File: config.mk
export PLATFORM = sky130hd
export DESIGN_NAME = adsba_seq_busy_alert
export DESIGN_NICKNAME = d
export VERILOG_FILES = /design/src/adsba_pkg.sv /design/src/adsba_conv_timer.sv /design/src/adsba_seq_busy_alert.sv
export SDC_FILE = /design/constraint.sdc
export NUM_CORES = 1
export LEC_CHECK = 0
export BUFFER_PORTS_ARGS = -buffer_cell sky130_fd_sc_hd__buf_2
export CAP_MARGIN = 15
export CORE_MARGIN = 1
export CORE_UTILIZATION = 50
export CTS_CLUSTER_SIZE = 30
export DETAILED_ROUTE_END_ITERATION = 16
export GPL_TIMING_DRIVEN = 1
export PLACE_DENSITY = 0.73
export SETUP_SLACK_MARGIN = 0.5
export SLEW_MARGIN = 20
export SYNTH_ARGS = -nofsm -noshare
export SYNTH_HDL_FRONTEND = slang
export SYNTH_SLANG_ARGS = --single-unit
File: constraint.sdc
create_clock -name CLK -period 32.8 [get_ports CLK]
set_clock_uncertainty 0.1 [all_clocks]
set_input_delay 3.28 -clock CLK [delete_from_list [all_inputs] [get_ports CLK]]
set_output_delay 3.28 -clock CLK [all_outputs]
set_load 0.005 [all_outputs]
File: src/adsba_pkg.sv
/*
 * Shared constants and types for the conversion sequencer with busy and
 * alert indicators: timing, channel codes, mode encodings, lane masks and
 * reset values.
 * Assumes a single 25 MHz system clock.
 */
package adsba_pkg;

   // system clock and conversion phase length
   localparam int CLK_PERIOD_NS = 40;
   localparam int CONV_TIME_NS = 400;
   // a least time, so round up to whole cycles
   localparam int CONV_CYCLES = (CONV_TIME_NS + CLK_PERIOD_NS - 1) / CLK_PERIOD_NS;
   localparam logic [3:0] CONV_CNT_LAST = 4'(CONV_CYCLES - 1);
   localparam logic [3:0] CONV_CNT_RESET = 4'h0;

   // channel codes: 0..15 are analog inputs, 16 is the temperature sensor
   localparam int NUM_INPUTS = 16;
   localparam logic [4:0] TEMP_CHANNEL = 5'h10;
   localparam logic [4:0] MUX_RESET = 5'h00;
   localparam logic [6:0] SLOTS_NONE = 7'h00;

   // sequencing modes
   typedef enum logic [1:0] {
      ADSBA_STD = 2'b00,
      ADSBA_ADV = 2'b01,
      ADSBA_CMD2 = 2'b10,
      ADSBA_CMD1 = 2'b11
   } adsba_mode_t;
   localparam adsba_mode_t MODE_RESET = ADSBA_STD;

   // output lane modes and the lanes each one uses
   localparam logic [1:0] LANE_SINGLE = 2'h0;
   localparam logic [1:0] LANE_DUAL = 2'h1;
   localparam logic [1:0] LANE_QUAD = 2'h2;
   localparam logic [3:0] MASK_SINGLE = 4'h1;
   localparam logic [3:0] MASK_DUAL = 4'h3;
   localparam logic [3:0] MASK_QUAD = 4'hF;

   // oversampling field codes and the last count of each ratio
   localparam logic [1:0] OSR_1 = 2'h0;
   localparam logic [1:0] OSR_4 = 2'h1;
   localparam logic [1:0] OSR_16 = 2'h2;
   localparam logic [5:0] OSR_LAST_1 = 6'h00;
   localparam logic [5:0] OSR_LAST_4 = 6'h03;
   localparam logic [5:0] OSR_LAST_16 = 6'h0F;
   localparam logic [5:0] OSR_LAST_64 = 6'h3F;
   localparam logic [5:0] OSR_CNT_RESET = 6'h00;

endpackage : adsba_pkg

File: src/adsba_conv_timer.sv
/*
 * Conversion phase timer: one start pulse opens a conversion phase of a
 * fixed number of clock cycles and a done pulse marks its last cycle.
 * Assumes the caller only starts it while it is idle.
 */
`timescale 1ns/100ps
module adsba_conv_timer (
   input wire logic clk,
   input wire logic resetn,
   input wire logic start,
   output logic active,
   output logic done
);

   logic [3:0] cnt_reg;
   logic active_reg;

   // count the conversion phase; a start while active is ignored
   always_ff @(posedge clk) begin
      if (!resetn) begin
         cnt_reg <= adsba_pkg::CONV_CNT_RESET;
         active_reg <= 1'b0;
      end else if (start && !active_reg) begin
         cnt_reg <= adsba_pkg::CONV_CNT_RESET;
         active_reg <= 1'b1;
      end else if (active_reg) begin
         if (cnt_reg == adsba_pkg::CONV_CNT_LAST) begin
            active_reg <= 1'b0;
         end else begin
            cnt_reg <= cnt_reg + 4'h1;
         end
      end
   end

   // done is high in the last cycle of the phase only
   assign active = active_reg;
   assign done = active_reg && (cnt_reg == adsba_pkg::CONV_CNT_LAST);

endmodule : adsba_conv_timer

File: src/adsba_seq_busy_alert.sv
/*
 * Conversion-mode control: channel sequencing mode decode, the standard
 * sequencer with oversampling-aware advance, command-mode channel follow,
 * busy indication on serial outputs and general pins, alert on pins.
 * Assumes all inputs are synchronous to CLK; threshold flags, command
 * decoding and advanced slot logic sit outside and drive their ports.
 */
`timescale 1ns/100ps

module adsba_seq_busy_alert (
   input wire logic CLK,
   input wire logic RESETN,
   input wire logic CONVERSION_START_PIN,
   input wire logic CONVERSION_MODE,
   input wire logic PACKAGE_BALL_GRID,
   input wire logic ALERT_PIN_ENABLE,
   input wire logic ALERT_PIN_SELECT,
   input wire logic BUSY_PIN_ENABLE,
   input wire logic BUSY_PIN_SELECT,
   input wire logic SERIAL_OUT_BUSY_ENABLE,
   input wire logic [1:0] OUTPUT_LANE_MODE,
   input wire logic CHIP_SELECT_N,
   input wire logic STANDARD_SEQUENCER_ENABLE,
   input wire logic [6:0] ADVANCED_SLOT_COUNT,
   input wire logic CYCLE_CONTROL,
   input wire logic [15:0] STANDARD_CHANNEL_ENABLES,
   input wire logic TEMP_SENSOR_ENABLE,
   input wire logic INPUT_PAIRING,
   input wire logic [1:0] OVERSAMPLE_RATIO_FIELD,
   input wire logic [4:0] SLOT_ZERO_CHANNEL,
   input wire logic [4:0] ADVANCED_NEXT_CHANNEL,
   input wire logic COMMAND_STROBE,
   input wire logic COMMAND_VALID,
   input wire logic [4:0] COMMAND_CHANNEL,
   input wire logic [15:0] UPPER_ALERT_FLAG,
   input wire logic [15:0] LOWER_ALERT_FLAG,
   output logic [4:0] MUX_CHANNEL,
   output logic [1:0] SEQUENCE_MODE,
   output logic CONVERTING,
   output logic RESULT_READY,
   output logic THRESHOLD_ALERT_ANY,
   output logic MULTI_FUNCTION_PIN_ZERO_OUT,
   output logic MULTI_FUNCTION_PIN_ZERO_OE_N,
   output logic GENERAL_PIN_TWO_OUT,
   output logic GENERAL_PIN_TWO_OE_N,
   output logic GENERAL_PIN_THREE_OUT,
   output logic GENERAL_PIN_THREE_OE_N,
   output logic [3:0] SERIAL_DATA_OUT,
   output logic [3:0] SERIAL_DATA_OE_N
);

   // decode the sequencing mode; illegal mixes fall back to standard
   function automatic adsba_pkg::adsba_mode_t adsba_decode_mode(
      input logic std_en, input logic [6:0] slots, input logic cyc);
      adsba_pkg::adsba_mode_t m;
      m = adsba_pkg::ADSBA_STD;
      if (!std_en && slots == adsba_pkg::SLOTS_NONE && !cyc) begin
         m = adsba_pkg::ADSBA_CMD2;
      end else if (!std_en && slots == adsba_pkg::SLOTS_NONE && cyc) begin
         m = adsba_pkg::ADSBA_CMD1;
      end else if (!std_en && !cyc) begin
         m = adsba_pkg::ADSBA_ADV;
      end
      return m;
   endfunction : adsba_decode_mode

   // next enabled channel above cur, wrapping through the sensor slot
   function automatic logic [4:0] adsba_next_chan(
      input logic [4:0] cur, input logic [16:0] en);
      logic [4:0] pos;
      logic [4:0] found;
      logic hit;
      pos = cur;
      found = adsba_pkg::MUX_RESET;
      hit = 1'b0;
      for (int i = 0; i < adsba_pkg::NUM_INPUTS + 1; i++) begin
         pos = (pos == adsba_pkg::TEMP_CHANNEL) ? 5'h00 : pos + 5'h01;
         if (!hit && en[pos]) begin
            found = pos;
            hit = 1'b1;
         end
      end
      return found;
   endfunction : adsba_next_chan

   // an odd input of a pair selects its even partner
   function automatic logic [4:0] adsba_pair_adj(input logic [4:0] ch, input logic pair);
      return {ch[4:1], ch[0] & ~pair};
   endfunction : adsba_pair_adj

   // last conversion count for the oversampling field
   function automatic logic [5:0] adsba_osr_last(input logic [1:0] field);
      logic [5:0] last;
      case (field)
         adsba_pkg::OSR_1: last = adsba_pkg::OSR_LAST_1;
         adsba_pkg::OSR_4: last = adsba_pkg::OSR_LAST_4;
         adsba_pkg::OSR_16: last = adsba_pkg::OSR_LAST_16;
         default: last = adsba_pkg::OSR_LAST_64;
      endcase
      return last;
   endfunction : adsba_osr_last

   adsba_pkg::adsba_mode_t mode_reg;
   adsba_pkg::adsba_mode_t mode_next;
   logic [4:0] mux_reg;
   logic [4:0] first_chan;
   logic [4:0] std_next_chan;
   logic [16:0] en_eff;
   logic cnv_prev_reg;
   logic cnv_rise;
   logic conv_start;
   logic conv_active;
   logic conv_done;
   logic [5:0] osr_cnt_reg;
   logic result_now;
   logic busy_reg;
   logic ready_reg;
   logic ready_seen_reg;
   logic cmd_pend_reg;
   logic [4:0] cmd_chan_reg;
   logic cmd_take;
   logic alert_next;
   logic alert_reg;
   logic [3:0] lane_mask;
   logic [3:0] sdo_oe_n_next;
   logic [3:0] sdo_oe_n_reg;
   logic [3:0] sdo_out_reg;
   logic gp0_busy;
   logic gp0_alert;
   logic gp2_alert;
   logic gp3_busy;
   logic gp0_out_reg;
   logic gp0_oe_n_reg;
   logic gp2_out_reg;
   logic gp2_oe_n_reg;
   logic gp3_out_reg;
   logic gp3_oe_n_reg;

   assign mode_next = adsba_decode_mode(STANDARD_SEQUENCER_ENABLE, ADVANCED_SLOT_COUNT,
                                        CYCLE_CONTROL);

   // per-input enables, pairing from input zero folds odd into even
   generate
      for (genvar k = 0; k < adsba_pkg::NUM_INPUTS / 2; k++) begin : g_pair
         assign en_eff[2*k] = STANDARD_CHANNEL_ENABLES[2*k] |
                              (INPUT_PAIRING & STANDARD_CHANNEL_ENABLES[2*k+1]);
         assign en_eff[2*k+1] = STANDARD_CHANNEL_ENABLES[2*k+1] & ~INPUT_PAIRING;
      end
   endgenerate
   assign en_eff[16] = TEMP_SENSOR_ENABLE;

   assign first_chan = adsba_next_chan(adsba_pkg::TEMP_CHANNEL, en_eff);
   assign std_next_chan = adsba_next_chan(mux_reg, en_eff);

   // mode is frozen while converting so a mid-run write cannot tear it
   always_ff @(posedge CLK) begin
      if (!RESETN) begin
         mode_reg <= adsba_pkg::MODE_RESET;
      end else if (!CONVERSION_MODE) begin
         mode_reg <= mode_next;
      end
   end

   // start edge detect; a rise during a running phase is ignored
   assign cnv_rise = CONVERSION_START_PIN && !cnv_prev_reg;
   assign conv_start = cnv_rise && CONVERSION_MODE && !conv_active;

   always_ff @(posedge CLK) begin
      if (!RESETN) begin
         cnv_prev_reg <= 1'b0;
      end else begin
         cnv_prev_reg <= CONVERSION_START_PIN;
      end
   end

   adsba_conv_timer u_conv_timer (
      .clk(CLK),
      .resetn(RESETN),
      .start(conv_start),
      .active(conv_active),
      .done(conv_done)
   );

   // result only after the whole oversampling run
   assign result_now = conv_done &&
                       (osr_cnt_reg == adsba_osr_last(OVERSAMPLE_RATIO_FIELD));

   always_ff @(posedge CLK) begin
      if (!RESETN || !CONVERSION_MODE) begin
         osr_cnt_reg <= adsba_pkg::OSR_CNT_RESET;
      end else if (result_now) begin
         osr_cnt_reg <= adsba_pkg::OSR_CNT_RESET;
      end else if (conv_done) begin
         osr_cnt_reg <= osr_cnt_reg + 6'h01;
      end
   end

   // busy from start edge until the result is ready
   always_ff @(posedge CLK) begin
      if (!RESETN || !CONVERSION_MODE) begin
         busy_reg <= 1'b0;
         ready_reg <= 1'b0;
         ready_seen_reg <= 1'b0;
      end else begin
         ready_reg <= result_now;
         if (result_now) begin
            busy_reg <= 1'b0;
            ready_seen_reg <= 1'b1;
         end else if (conv_start) begin
            busy_reg <= 1'b1;
            ready_seen_reg <= 1'b0;
         end
      end
   end

   // host commands, taken only in the command modes
   assign cmd_take = COMMAND_STROBE && COMMAND_VALID && CONVERSION_MODE &&
                     (mode_reg == adsba_pkg::ADSBA_CMD2 || mode_reg == adsba_pkg::ADSBA_CMD1);

   // two-cycle mode parks the command until the next acquisition start
   always_ff @(posedge CLK) begin
      if (!RESETN || !CONVERSION_MODE) begin
         cmd_pend_reg <= 1'b0;
         cmd_chan_reg <= adsba_pkg::MUX_RESET;
      end else if (cmd_take) begin
         cmd_pend_reg <= 1'b1;
         cmd_chan_reg <= COMMAND_CHANNEL;
      end else if (result_now) begin
         cmd_pend_reg <= 1'b0;
      end
   end

   // channel moves at acquisition start; a single-cycle command moves it at once
   always_ff @(posedge CLK) begin
      if (!RESETN) begin
         mux_reg <= adsba_pkg::MUX_RESET;
      end else if (!CONVERSION_MODE) begin
         if (mode_next == adsba_pkg::ADSBA_STD) begin
            mux_reg <= first_chan;
         end else begin
            mux_reg <= adsba_pair_adj(SLOT_ZERO_CHANNEL, INPUT_PAIRING);
         end
      end else if (cmd_take && mode_reg == adsba_pkg::ADSBA_CMD1) begin
         mux_reg <= adsba_pair_adj(COMMAND_CHANNEL, INPUT_PAIRING);
      end else if (result_now) begin
         case (mode_reg)
            adsba_pkg::ADSBA_STD: mux_reg <= std_next_chan;
            adsba_pkg::ADSBA_ADV: mux_reg <= adsba_pair_adj(ADVANCED_NEXT_CHANNEL,
                                                           INPUT_PAIRING);
            adsba_pkg::ADSBA_CMD2: begin
               if (cmd_pend_reg) begin
                  mux_reg <= adsba_pair_adj(cmd_chan_reg, INPUT_PAIRING);
               end
            end
            default: mux_reg <= mux_reg;
         endcase
      end
   end

   assign alert_next = |(UPPER_ALERT_FLAG | LOWER_ALERT_FLAG);

   // pin zero on lead-frame, or on ball-grid with select low; select ignored on lead-frame
   assign gp0_alert = ALERT_PIN_ENABLE && (!PACKAGE_BALL_GRID || !ALERT_PIN_SELECT);
   // ball-grid select moves alert to pin two
   assign gp2_alert = ALERT_PIN_ENABLE && PACKAGE_BALL_GRID && ALERT_PIN_SELECT;
   assign gp0_busy = BUSY_PIN_ENABLE && (!PACKAGE_BALL_GRID || !BUSY_PIN_SELECT);
   // ball-grid select moves busy to pin three
   assign gp3_busy = BUSY_PIN_ENABLE && PACKAGE_BALL_GRID && BUSY_PIN_SELECT;

   // pins driven every cycle; chip select is deliberately not looked at
   always_ff @(posedge CLK) begin
      if (!RESETN) begin
         alert_reg <= 1'b0;
         gp0_out_reg <= 1'b0;
         gp0_oe_n_reg <= 1'b1;
         gp2_out_reg <= 1'b0;
         gp2_oe_n_reg <= 1'b1;
         gp3_out_reg <= 1'b0;
         gp3_oe_n_reg <= 1'b1;
      end else begin
         alert_reg <= alert_next;
         // busy pin wins pin zero if both claim it
         if (gp0_busy) begin
            gp0_out_reg <= busy_reg;
            gp0_oe_n_reg <= 1'b0;
         end else begin
            gp0_out_reg <= gp0_alert & alert_next;
            gp0_oe_n_reg <= !gp0_alert;
         end
         gp2_out_reg <= gp2_alert & alert_next;
         gp2_oe_n_reg <= !gp2_alert;
         gp3_out_reg <= gp3_busy & busy_reg;
         gp3_oe_n_reg <= !gp3_busy;
      end
   end

   // lanes used by each lane mode
   always_comb begin
      case (OUTPUT_LANE_MODE)
         adsba_pkg::LANE_SINGLE: lane_mask = adsba_pkg::MASK_SINGLE;
         adsba_pkg::LANE_DUAL: lane_mask = adsba_pkg::MASK_DUAL;
         adsba_pkg::LANE_QUAD: lane_mask = adsba_pkg::MASK_QUAD;
         default: lane_mask = adsba_pkg::MASK_SINGLE;
      endcase
   end

   // lanes released while converting, pulled low once ready
   generate
      for (genvar g = 0; g < 4; g++) begin : g_lane
         assign sdo_oe_n_next[g] = !(SERIAL_OUT_BUSY_ENABLE && lane_mask[g] &&
                                     !CHIP_SELECT_N && ready_seen_reg && !busy_reg);
      end
   endgenerate

   // lanes only ever drive low; the external pull-ups give the high
   always_ff @(posedge CLK) begin
      if (!RESETN) begin
         sdo_oe_n_reg <= 4'hF;
         sdo_out_reg <= 4'h0;
      end else begin
         sdo_oe_n_reg <= sdo_oe_n_next;
         sdo_out_reg <= 4'h0;
      end
   end

   assign MUX_CHANNEL = mux_reg;
   assign SEQUENCE_MODE = mode_reg;
   assign CONVERTING = busy_reg;
   assign RESULT_READY = ready_reg;
   assign THRESHOLD_ALERT_ANY = alert_reg;
   assign MULTI_FUNCTION_PIN_ZERO_OUT = gp0_out_reg;
   assign MULTI_FUNCTION_PIN_ZERO_OE_N = gp0_oe_n_reg;
   assign GENERAL_PIN_TWO_OUT = gp2_out_reg;
   assign GENERAL_PIN_TWO_OE_N = gp2_oe_n_reg;
   assign GENERAL_PIN_THREE_OUT = gp3_out_reg;
   assign GENERAL_PIN_THREE_OE_N = gp3_oe_n_reg;
   assign SERIAL_DATA_OUT = sdo_out_reg;
   assign SERIAL_DATA_OE_N = sdo_oe_n_reg;

   AST_ALERT_GP0: assert property (
      @(posedge CLK) disable iff (!RESETN)
      (gp0_alert && !gp0_busy) |=> (!MULTI_FUNCTION_PIN_ZERO_OE_N &&
         MULTI_FUNCTION_PIN_ZERO_OUT == $past(alert_next)))
      else $error("alert level missing on pin zero");

   AST_ALERT_GP2: assert property (
      @(posedge CLK) disable iff (!RESETN)
      gp2_alert |=> (!GENERAL_PIN_TWO_OE_N && GENERAL_PIN_TWO_OUT == THRESHOLD_ALERT_ANY))
      else $error("alert level missing on pin two");

   // lead-frame never uses pins two and three
   AST_LEAD_FRAME: assert property (
      @(posedge CLK) disable iff (!RESETN)
      !PACKAGE_BALL_GRID |=> (GENERAL_PIN_TWO_OE_N && GENERAL_PIN_THREE_OE_N))
      else $error("pin two or three driven on lead-frame");

   AST_SDO_HIZ_BUSY: assert property (
      @(posedge CLK) disable iff (!RESETN)
      CONVERTING |=> (SERIAL_DATA_OE_N == 4'hF))
      else $error("serial lane driven while converting");

   // single lane mode drives primary lane only
   AST_SDO_LANES: assert property (
      @(posedge CLK) disable iff (!RESETN)
      (SERIAL_OUT_BUSY_ENABLE && !CHIP_SELECT_N && ready_seen_reg && !busy_reg &&
       OUTPUT_LANE_MODE == adsba_pkg::LANE_SINGLE) |=> (SERIAL_DATA_OE_N == 4'hE))
      else $error("wrong lanes driven in single lane mode");

   AST_CS_HIZ: assert property (
      @(posedge CLK) disable iff (!RESETN)
      CHIP_SELECT_N |=> (SERIAL_DATA_OE_N == 4'hF))
      else $error("serial lane driven with chip select high");

   // busy on pin three tracks conversion
   AST_BUSY_GP3: assert property (
      @(posedge CLK) disable iff (!RESETN)
      gp3_busy |=> (!GENERAL_PIN_THREE_OE_N && GENERAL_PIN_THREE_OUT == $past(CONVERTING)))
      else $error("busy level missing on pin three");

   // busy pin zero ignores chip select
   AST_BUSY_GP0_CS: assert property (
      @(posedge CLK) disable iff (!RESETN)
      (gp0_busy && CHIP_SELECT_N) |=> (!MULTI_FUNCTION_PIN_ZERO_OE_N &&
         MULTI_FUNCTION_PIN_ZERO_OUT == $past(busy_reg)))
      else $error("busy pin zero released by chip select");

   AST_MODE_CMD1: assert property (
      @(posedge CLK) disable iff (!RESETN)
      (!CONVERSION_MODE && !STANDARD_SEQUENCER_ENABLE && ADVANCED_SLOT_COUNT == 7'h00 &&
       CYCLE_CONTROL) |=> (SEQUENCE_MODE == adsba_pkg::ADSBA_CMD1))
      else $error("single-cycle command mode not decoded");

   AST_STD_ADVANCE: assert property (
      @(posedge CLK) disable iff (!RESETN)
      (CONVERSION_MODE && result_now && mode_reg == adsba_pkg::ADSBA_STD) |=>
         (MUX_CHANNEL == $past(std_next_chan) && RESULT_READY && !CONVERTING))
      else $error("standard sequencer did not advance at result");

   AST_RESET_STD: assert property (
      @(posedge CLK) !RESETN |=> (SEQUENCE_MODE == adsba_pkg::ADSBA_STD))
      else $error("mode not standard after reset");

   // no result before oversampling run ends
   AST_OSR_HOLD: assert property (
      @(posedge CLK) disable iff (!RESETN)
      (CONVERSION_MODE && mode_reg != adsba_pkg::ADSBA_CMD1 && conv_done &&
       osr_cnt_reg != adsba_osr_last(OVERSAMPLE_RATIO_FIELD)) |=>
         (!RESULT_READY && $stable(MUX_CHANNEL)))
      else $error("result or channel move before oversampling done");

   // busy rises after an accepted start edge
   AST_BUSY_RISE: assert property (
      @(posedge CLK) disable iff (!RESETN)
      conv_start |=> CONVERTING ##1 conv_active)
      else $error("busy did not follow start edge");

endmodule : adsba_seq_busy_alert

# After elaboration in Yosys (flattened, before gate mapping)
# Index checks and enable logic that the tools add are counted.
[totals]
register_bits = 39
out_inout_bits = 24
[classes]
magnitude_cmp = 17
eq_ne = 29
n_reduce_logical = 133
n_bitwise = 35
n_mux = 136
addsub = 19
[ops]
columns = ["cell", "count"]
rows = [
  ["5-bit two-way mux", 54],
  ["5-bit by 6-bit < comparator with 1-bit output, second input constant", 17],
  ["5-bit by 1-bit adder with 5-bit output, second input constant", 17],
  ["1-bit binary-select mux with 5-bit select", 17],
  ["5-bit == test, second input constant", 17],
  ["1-bit logical AND", 68],
  ["1-bit two-way mux", 60],
  ["1-bit logical NOT", 50],
  ["1-bit bitwise AND", 23],
  ["6-bit one-hot mux with 3 select lines", 1],
  ["16-bit bitwise OR", 1],
  ["16-bit OR reduction", 1],
  ["5-bit one-hot mux with 3 select lines", 1],
  ["2-bit == test, second input constant", 4],
  ["1-bit bitwise OR", 8],
  ["4-bit one-hot mux with 2 select lines", 1],
  ["7-bit logical NOT", 1],
  ["6-bit by 1-bit adder with 6-bit output, second input constant", 1],
  ["2-bit by 1-bit == test with 1-bit output, second input constant", 3],
  ["6-bit == test", 1],
  ["2-bit logical NOT", 3],
  ["5-bit by 1-bit inequality test with 1-bit output, second input constant", 1],
  ["4-bit by 1-bit adder with 4-bit output, second input constant", 1],
  ["4-bit == test, second input constant", 1],
  ["other kinds (9)", 17],
]

# Depth between registers and ports, before layout
# Gate-level depths: netlist (run 1).
[depth]
depth_word = 57
mapped_depth = 71

# By module
# Synthesis (run 1) repeated with hierarchy kept, for this count alone.
[unflattened]
hier_cells = 1179
area_unflattened_um2 = 9302.7
[modules_own_cells]
columns = ["mod", "seq_area_each_um2", "area_per_inst_um2", "cells_per_inst", "instances"]
rows = [
  ["adsba_seq_busy_alert", 660.6, 9056.2, 1150, 1],
  ["adsba_conv_timer", 100.1, 246.5, 29, 1],
]

# Worst setup path before layout (run 1)
# Ideal clock, no wire load.
[synth_path]
kind = "flip-flop to flip-flop"
start = "register mux_reg[0], in the netlist MUX_CHANNEL[0]"
end = "register mux_reg[2], in the netlist MUX_CHANNEL[2]"
required_time_ns = 32.631
period_less_slack_ns = 15.028
setup_ns = 0.069
arrival_time_ns = 14.859
path_slack_ns = 17.772
path_stages_with_launch = 69
path_cell_list = "dfxtp_1 > inv_1 > ha_1 > and4bb_2 > nor2_2 > inv_1 > buf_2 > ha_1 > nor3b_1 > o41ai_1 > o211ai_2 > or4_1 > a31oi_4 > nor3_1 > or3_1 > nand2_2 > inv_1 > ha_1 > [... 33 more ...] > o21a_1 > clkinv_1 > ha_1 > nand2_1 > nor3_2 > nor3_2 > inv_2 > clkbuf_1 > ha_1 > buf_8 > inv_1 > nor2_1 > a22oi_1 > o221ai_1 > a2111oi_1 > a211oi_1 > or4b_1 > o21ai_1"
[synth_between]
elab_chain_cells = 57
[synth_rtl]
columns = ["item", "line", "source"]
rows = [
  ["start: declaration", "adsba_seq_busy_alert.sv:105", "logic [4:0] mux_reg;"],
  ["start signal: assignment", "adsba_seq_busy_alert.sv:236", "mux_reg <= adsba_pkg::MUX_RESET;"],
  ["start signal: assignment", "adsba_seq_busy_alert.sv:239", "mux_reg <= first_chan;"],
  ["start signal: assignment", "adsba_seq_busy_alert.sv:241", "mux_reg <= adsba_pair_adj(SLOT_ZERO_CHANNEL, INPUT_PAIRING);"],
  ["5-bit by 1-bit adder with 5-bit output or 5-bit == test (tied branches)", "adsba_seq_busy_alert.sv:77", "pos = (pos == adsba_pkg::TEMP_CHANNEL) ? 5'h00 : pos + 5'h01;"],
  ["5-bit two-way mux *", "adsba_seq_busy_alert.sv:77", ""],
  ["parallel branches: the longest is 50 deep, another holds 5-bit by 1-bit adder with 5-bit output", "-", ""],
  ["5-bit two-way mux *", "adsba_seq_busy_alert.sv:78", "if (!hit && en[pos]) begin"],
  ["5-bit one-hot mux with 3 select lines *", "adsba_seq_busy_alert.sv:246", "case (mode_reg)"],
  ["5-bit two-way mux *", "adsba_seq_busy_alert.sv:245", "end else if (result_now) begin"],
  ["5-bit two-way mux *", "adsba_seq_busy_alert.sv:243", "end else if (cmd_take && mode_reg == adsba_pkg::ADSBA_CMD1) begin"],
  ["5-bit two-way mux *", "adsba_seq_busy_alert.sv:237", "end else if (!CONVERSION_MODE) begin"],
]
# Every way passes the cells marked *. The select of a mux whose other input is x is not followed.
# A chain may end at the register's enable or synchronous reset.

# Worst setup path in the final report (run 1)
[layout_path]
start = "register mux_reg[0], in the netlist MUX_CHANNEL[0]"
end = "register mux_reg[3], in the netlist MUX_CHANNEL[3]"
# Same word-level chain as after synthesis.

==> results.sh, run 1 <==
export IMPL_clkLatencyLatePin_ns=0.28
export IMPL_wirelength_mm=38.8
export IMPL_min_path_type="reg2reg"
export IMPL_grt_max_degree=37
export IMPL_min_period_over_period_pct=55.6
export IMPL_design_core_area_um2=18800
export IMPL_cts_tree="built"
export IMPL_timing_fmax_mhz=54.8
export IMPL_crit_top_cell="ha_1"
export IMPL_post_dp_hpwl_mm=28.9
export IMPL_cts_resized=0
export IMPL_synthCells=1359
export IMPL_worstPathArrival_ns=18.37
export IMPL_ant_nets=0
export IMPL_clock_path_buffers=2
export IMPL_cts_buffers=5
export IMPL_ys_ff_latch=38
export IMPL_required_ns=32.92
export IMPL_synth_top_family_by_area="compound AO/OA/AOI/OAI gates"
export IMPL_placed_cells=1649
export IMPL_finalMaxSlewViolations=0
export IMPL_place_ws_ns=14.92
export IMPL_clock_sinks=38
export IMPL_async_flop_share_pct=0
export IMPL_yosysTopAreaCell="dfxtp_1"
export IMPL_remaining_drc_errors=0
export IMPL_vias=11899
export IMPL_via_per_inst=7.18
export IMPL_layout_drive_gt1_share_pct=17.9
export IMPL_clk_pin_slew_ns=0.06
export IMPL_worstPathMaxFanout=29
export IMPL_grt_overflow=0
export IMPL_path_buf_inv=13
export IMPL_final_cell_area_um2=10400
export IMPL_yosysSeqAreaShare_pct=7.93
export IMPL_leakagePower_nw=3.95
export IMPL_worstMarginPinSlew_ns=0.968
export IMPL_syn_to_final_growth_pct=7.97
export IMPL_gp_congestion=1.02
export IMPL_syn_area_um2=9600
export IMPL_synth_ff_type="dfxtp_1"
export IMPL_largest_reg_flops=6
export IMPL_grt_pass1_vias=10737
export IMPL_finalSetupTns_ns=0
export IMPL_die_w_um=141
export IMPL_cp_start_kind="flop"
export IMPL_setup_viol=0
export IMPL_ios=115
export IMPL_period_needed_ns=18.25
export IMPL_synth_compound_area_share_pct=38.2
export IMPL_antenna_found_initial=1
export IMPL_htree_levels=2
export IMPL_crit_path_start="MUX_CHANNEL[0]"
export IMPL_ctsHoldBuffers=0
export IMPL_critPathSlowestCell="ha_1"
export IMPL_dieArea_um2=19800
export IMPL_drtIter0Drc=1767
export IMPL_yosysTopAreaCellShare_pct=7.93
export IMPL_cts_root_buf="clkbuf_16"
export IMPL_drv_cap=0
export IMPL_synthXorXnorAreaFrac_pct=3.40
export IMPL_rsz0062_at_grt="false"
export IMPL_rr_startpoint="MUX_CHANNEL[0]"
export IMPL_rows=50
export IMPL_detail_route_wl_per_cell_um=23.4
export IMPL_grt_pass1_wl_mm=60.2
export IMPL_muxShareOfSynthArea_pct=11.4
export IMPL_cp_top_family="compound AO/OA/AOI/OAI gates"
export IMPL_place_area_um2=10200
export IMPL_drtPass1Iterations=6
export IMPL_finalHoldViolCount=0
export IMPL_fin_ws_ns=14.55
export IMPL_slew_headroom_pct=35.5
export IMPL_power_per_cell_area_nw_per_um2=128
export IMPL_run_status="complete, no violations"
export IMPL_synth_cell_types=123
export IMPL_end_kind="flop"
export IMPL_port_buffers=110
export IMPL_initial_core_util_pct=51.1
export IMPL_syn_area_per_cell_um2=7.06
export IMPL_layout_cells_non_filler=1657
export IMPL_final_util_pct=55.2
export IMPL_synth_area_leaders="dfxtp_1, mux4_2, a21oi_1"
export IMPL_synthSimpleGateAreaFrac_pct=28.1
export IMPL_synth_warnings=0
export IMPL_grt_util_all_layers_pct=38.5
export IMPL_synth_edf_count=0
export IMPL_nets=1546
export IMPL_ir_drop_uv=79.9
export IMPL_postCtsSetupBuffers=0
export IMPL_critical_path_max_stage_delay_ns=0.86
export IMPL_dieHeight_um=141
export IMPL_min_from="ready_seen_reg"
export IMPL_synth_fa_ha_area_share_pct=4.30
export IMPL_path_class="reg2reg"
[where the power goes]
| group | leakage (nW) | switching, W | internal, W |
|---|---|---|---|
| logic | 3.57 | 0.000797 | 0.000437 |
| registers | 0.309 | 0.00000142 | 0.0000472 |
| clock network | 0.0694 | 0.0000189 | 0.0000274 |
[logic make-up after synthesis]
kind of cell	count (synthesis)
and+or+nand+nor	537
xor gates and xnor gates	34
adders and majority gates	33
buffers and inverters	139
AOI/OAI and AO/OA	510
DFF	38
other	1
muxes	67
[Yosys cell counts, drive strengths merged, types with 15 or more instances]
cell type,count
a211oi,31
a21o,16
a21oi,137
a221oi,17
a31oi,15
and3,16
buf,37
clkbuf,44
dfxtp,38
ha,33
inv,53
mux2i,30
mux4,32
nand2,128
nand2b,17
nand3,51
nand4,23
nor2,157
nor3,48
nor4,23
o211ai,31
o21ai,91
o22ai,15
o31ai,15
xnor2,18
xor2,15
[worst paths after layout]
path                                            end  slack, ns  depth (start not counted)
worst max-delay path                 MUX_CHANNEL[3]      14.55                         63
worst min-delay path            SERIAL_DATA_OE_N[2]       0.33                          1
worst max register to register       MUX_CHANNEL[3]      14.55                         63
worst min register to register  SERIAL_DATA_OE_N[2]       0.33                          1
[per-layer routing]
layer,GRT usage (%),wire [um]
met1,50.2,15000
met2,61.9,17000
met3,5.81,4600
met4,19.6,2150
met5,0,0
[worst register-to-register path: cells and delay by family, from the launching register on]
kind	cells	cell delay, ns
adders and majority gates	12	4.17
xor gates and xnor gates	1	0.26
AOI/OAI and AO/OA	22	5.86
buffers and inverters	13	2.83
muxes	1	0.41
and+or+nand+nor	14	4.00
DFF	1	0.54
[through the flow]
step                total power [W]  hold slack [ns]
floorplan                   0.00101            0.284
global placement            0.00124            0.297
detailed placement          0.00124            0.305
CTS                         0.00129            0.322
global route                0.00142            0.347
finish                      0.00133            0.326
[placed cells by master (no fill, tap or decap), types with 12 or more instances in the layout]
cell type  count
ha_1          33
xor2_1        14
xnor2_1       17
inv_1         52
nor3_1        42
mux2i_1       28
nand2_1      127
buf_4         26
a211oi_1      26
mux4_2        32
a21oi_1      135
and3_1        15
o31ai_1       14
o221ai_1      12
nor2_1       153
o21ai_0       80
buf_2        110
nand2b_1      17
a22oi_1       13
o22ai_1       14
a21o_1        16
o211ai_1      26
a221oi_1      15
nand4_1       23
a31oi_1       12
dfxtp_1       38
nor2b_1       13
nor4_1        21
nand3_1       51
[cell type report]
type                    instances  area, um^2
diodes                          1        2.50
clock inverters                 2        10.0
multi-input cells            1185        8210
clock buffers                   5         125
well taps                     234         293
fillers                      1838        8410
repair buffers                136         746
flip-flops and latches         38         761
inverters                      56         210
No activity file was read; power rests on OpenSTA's default activity.
==> inputs of run 2 (changes only) <==
==> constraint.sdc (replaced) <==
create_clock -name CLK -period 18.6 [get_ports CLK]
set_clock_uncertainty 0.1 [all_clocks]
set_input_delay 1.86 -clock CLK [delete_from_list [all_inputs] [get_ports CLK]]
set_output_delay 1.86 -clock CLK [all_outputs]
set_load 0.005 [all_outputs]
==> run 2 against run 1 <==
  * Sequential share of layout area shrank 0.096 points
  * Critical path depth did not move
  * Worst hold slack gained 0.0032 ns
  * First-iteration DRC count shrank 9.6%
  * Largest cell class unchanged
  * Largest power group unchanged
  * Highest routed layer unchanged
==> results.sh, run 2 (synthesis results as in run 1) <==
export IMPL_ff2ff_setup_slack_ns=1.60
export IMPL_ctsHoldBuffers=0
export IMPL_ios=115
export IMPL_port_buffers=110
export IMPL_critPathSlowestCell="or4_1"
export IMPL_antenna_found_initial=0
export IMPL_min_from="ready_seen_reg"
export IMPL_wirelength_mm=38.4
export IMPL_timing_fmax_mhz=58.8
export IMPL_min_period_over_period_pct=91.4
export IMPL_dieHeight_um=141
export IMPL_drtIter0Drc=1598
export IMPL_clock_sinks=38
export IMPL_syn_to_final_growth_pct=9.40
export IMPL_clock_path_buffers=2
export IMPL_ir_drop_uv=125
export IMPL_layout_drive_gt1_share_pct=18.4
export IMPL_r2r_end="MUX_CHANNEL[3]"
export IMPL_slew_headroom_pct=32.7
export IMPL_critical_path_max_stage_delay_ns=0.61
export IMPL_grt_pass1_vias=10783
export IMPL_dieArea_um2=19800
export IMPL_grt_util_all_layers_pct=38.3
export IMPL_remaining_drc_errors=0
export IMPL_rsz0062_at_grt="false"
export IMPL_cts_tree="built"
export IMPL_run_status="complete, no violations"
export IMPL_leakagePower_nw=3.99
export IMPL_power_per_cell_area_nw_per_um2=227
export IMPL_rr_startpoint="MUX_CHANNEL[0]"
export IMPL_design_core_area_um2=18800
export IMPL_initial_core_util_pct=51.1
export IMPL_worstPathArrival_ns=17.13
export IMPL_clkLatencyLatePin_ns=0.29
export IMPL_vias=11844
export IMPL_drtPass1Iterations=7
export IMPL_grt_pass1_wl_mm=60.0
export IMPL_period_needed_ns=17.00
export IMPL_final_cell_mix="nor2_1, a21oi_1, nand2_1, buf_2, o21ai_0"
export IMPL_postCtsSetupBuffers=0
export IMPL_n_antenna_cell=0
export IMPL_grt_max_degree=37
export IMPL_die_w_um=141
export IMPL_end_kind="flop"
export IMPL_min_path_type="reg2reg"
export IMPL_ant_nets=0
export IMPL_fillers=1781
export IMPL_drv_cap=0
export IMPL_clk_pin_slew_ns=0.06
export IMPL_gp_congestion=1.09
export IMPL_post_dp_hpwl_mm=28.7
export IMPL_min_to="SERIAL_DATA_OE_N[2]"
export IMPL_worstMarginPinSlew_ns=1.01
export IMPL_cp_start_kind="flop"
export IMPL_grt_overflow=0
export IMPL_hold_slack_ns=0.329
export IMPL_path_class="reg2reg"
export IMPL_htree_levels=2
export IMPL_nets=1549
export IMPL_finalHoldViolCount=0
export IMPL_cts_buffers=5
export IMPL_layout_commonest_cell="nor2_1"
export IMPL_finalMaxSlewViolations=0
export IMPL_reg2regPathDepth=63
export IMPL_finalSetupTns_ns=0
export IMPL_largest_reg_flops=6
export IMPL_worstPathMaxFanout=16
export IMPL_detail_route_wl_per_cell_um=23.1
export IMPL_rows=50
export IMPL_setup_viol=0
export IMPL_via_per_inst=7.13
export IMPL_hold_depth=1
export IMPL_cts_resized=0
export IMPL_cts_root_buf="clkbuf_16"
export IMPL_required_ns=18.72
[run 2: layout make-up]
type	instances	area [um^2]	area share [%]
clock buffers	5	125	1.19
clock inverters	3	68.8	0.655
inverters	56	210	2.00
multi-input cells	1185	8270	78.8
flip-flops and latches	38	761	7.25
well taps	234	293	2.79
repair buffers	139	768	7.32
[run 2: metal layers]
layer  vias up  GRT usage (%)  routed length (um)
met3       166           6.53                4600
li1       5394              -                   -
met1      5377           48.8               14600
met5         -              0                   0
met4         0           19.4                2060
met2       907           62.6               17100
[run 2: metrics by stage]
step                setup WS [ns]  instances  total power, W  area, um^2  util (%)
floorplan                    3.57       1362         0.00178        9610         -
global route                0.498       1660         0.00255       10500      55.9
detailed placement           1.08       1652         0.00217       10200      54.6
CTS                         0.987       1660         0.00230       10400      55.6
finish                       1.60       1660         0.00238       10500      55.9
global placement             1.59       1652         0.00218       10200      54.6
[run 2: worst max path at each step]
stage / start / end / slack (ns) / depth (start not counted)
after CTS: MUX_CHANNEL[0] / MUX_CHANNEL[3] / 0.99 / 64
after global placement: MUX_CHANNEL[0] / MUX_CHANNEL[2] / 1.59 / 64
after detailed placement: MUX_CHANNEL[0] / MUX_CHANNEL[3] / 1.08 / 64
final: MUX_CHANNEL[0] / MUX_CHANNEL[3] / 1.60 / 63
after global routing: MUX_CHANNEL[0] / MUX_CHANNEL[3] / 0.50 / 63
after floorplan: MUX_CHANNEL[0] / MUX_CHANNEL[2] / 3.57 / 68
[run 2: worst max-delay path: cells and delay by family, from the launching register on]
kind	cells	cell delay (ns)
AO/OA/AOI/OAI	22	6.36
flip-flops	1	0.57
AND/OR/NAND/NOR	17	4.49
adder cells (fa/ha/maj)	11	3.05
buffers and inverters	13	2.36
[run 2: power by group]
group / switching [W] / internal (W) / total [W]
sequential: 0.00000250 / 0.0000832 / 0.0000857
combinational: 0.00141 / 0.000772 / 0.00218
clock: 0.0000372 / 0.0000771 / 0.000114
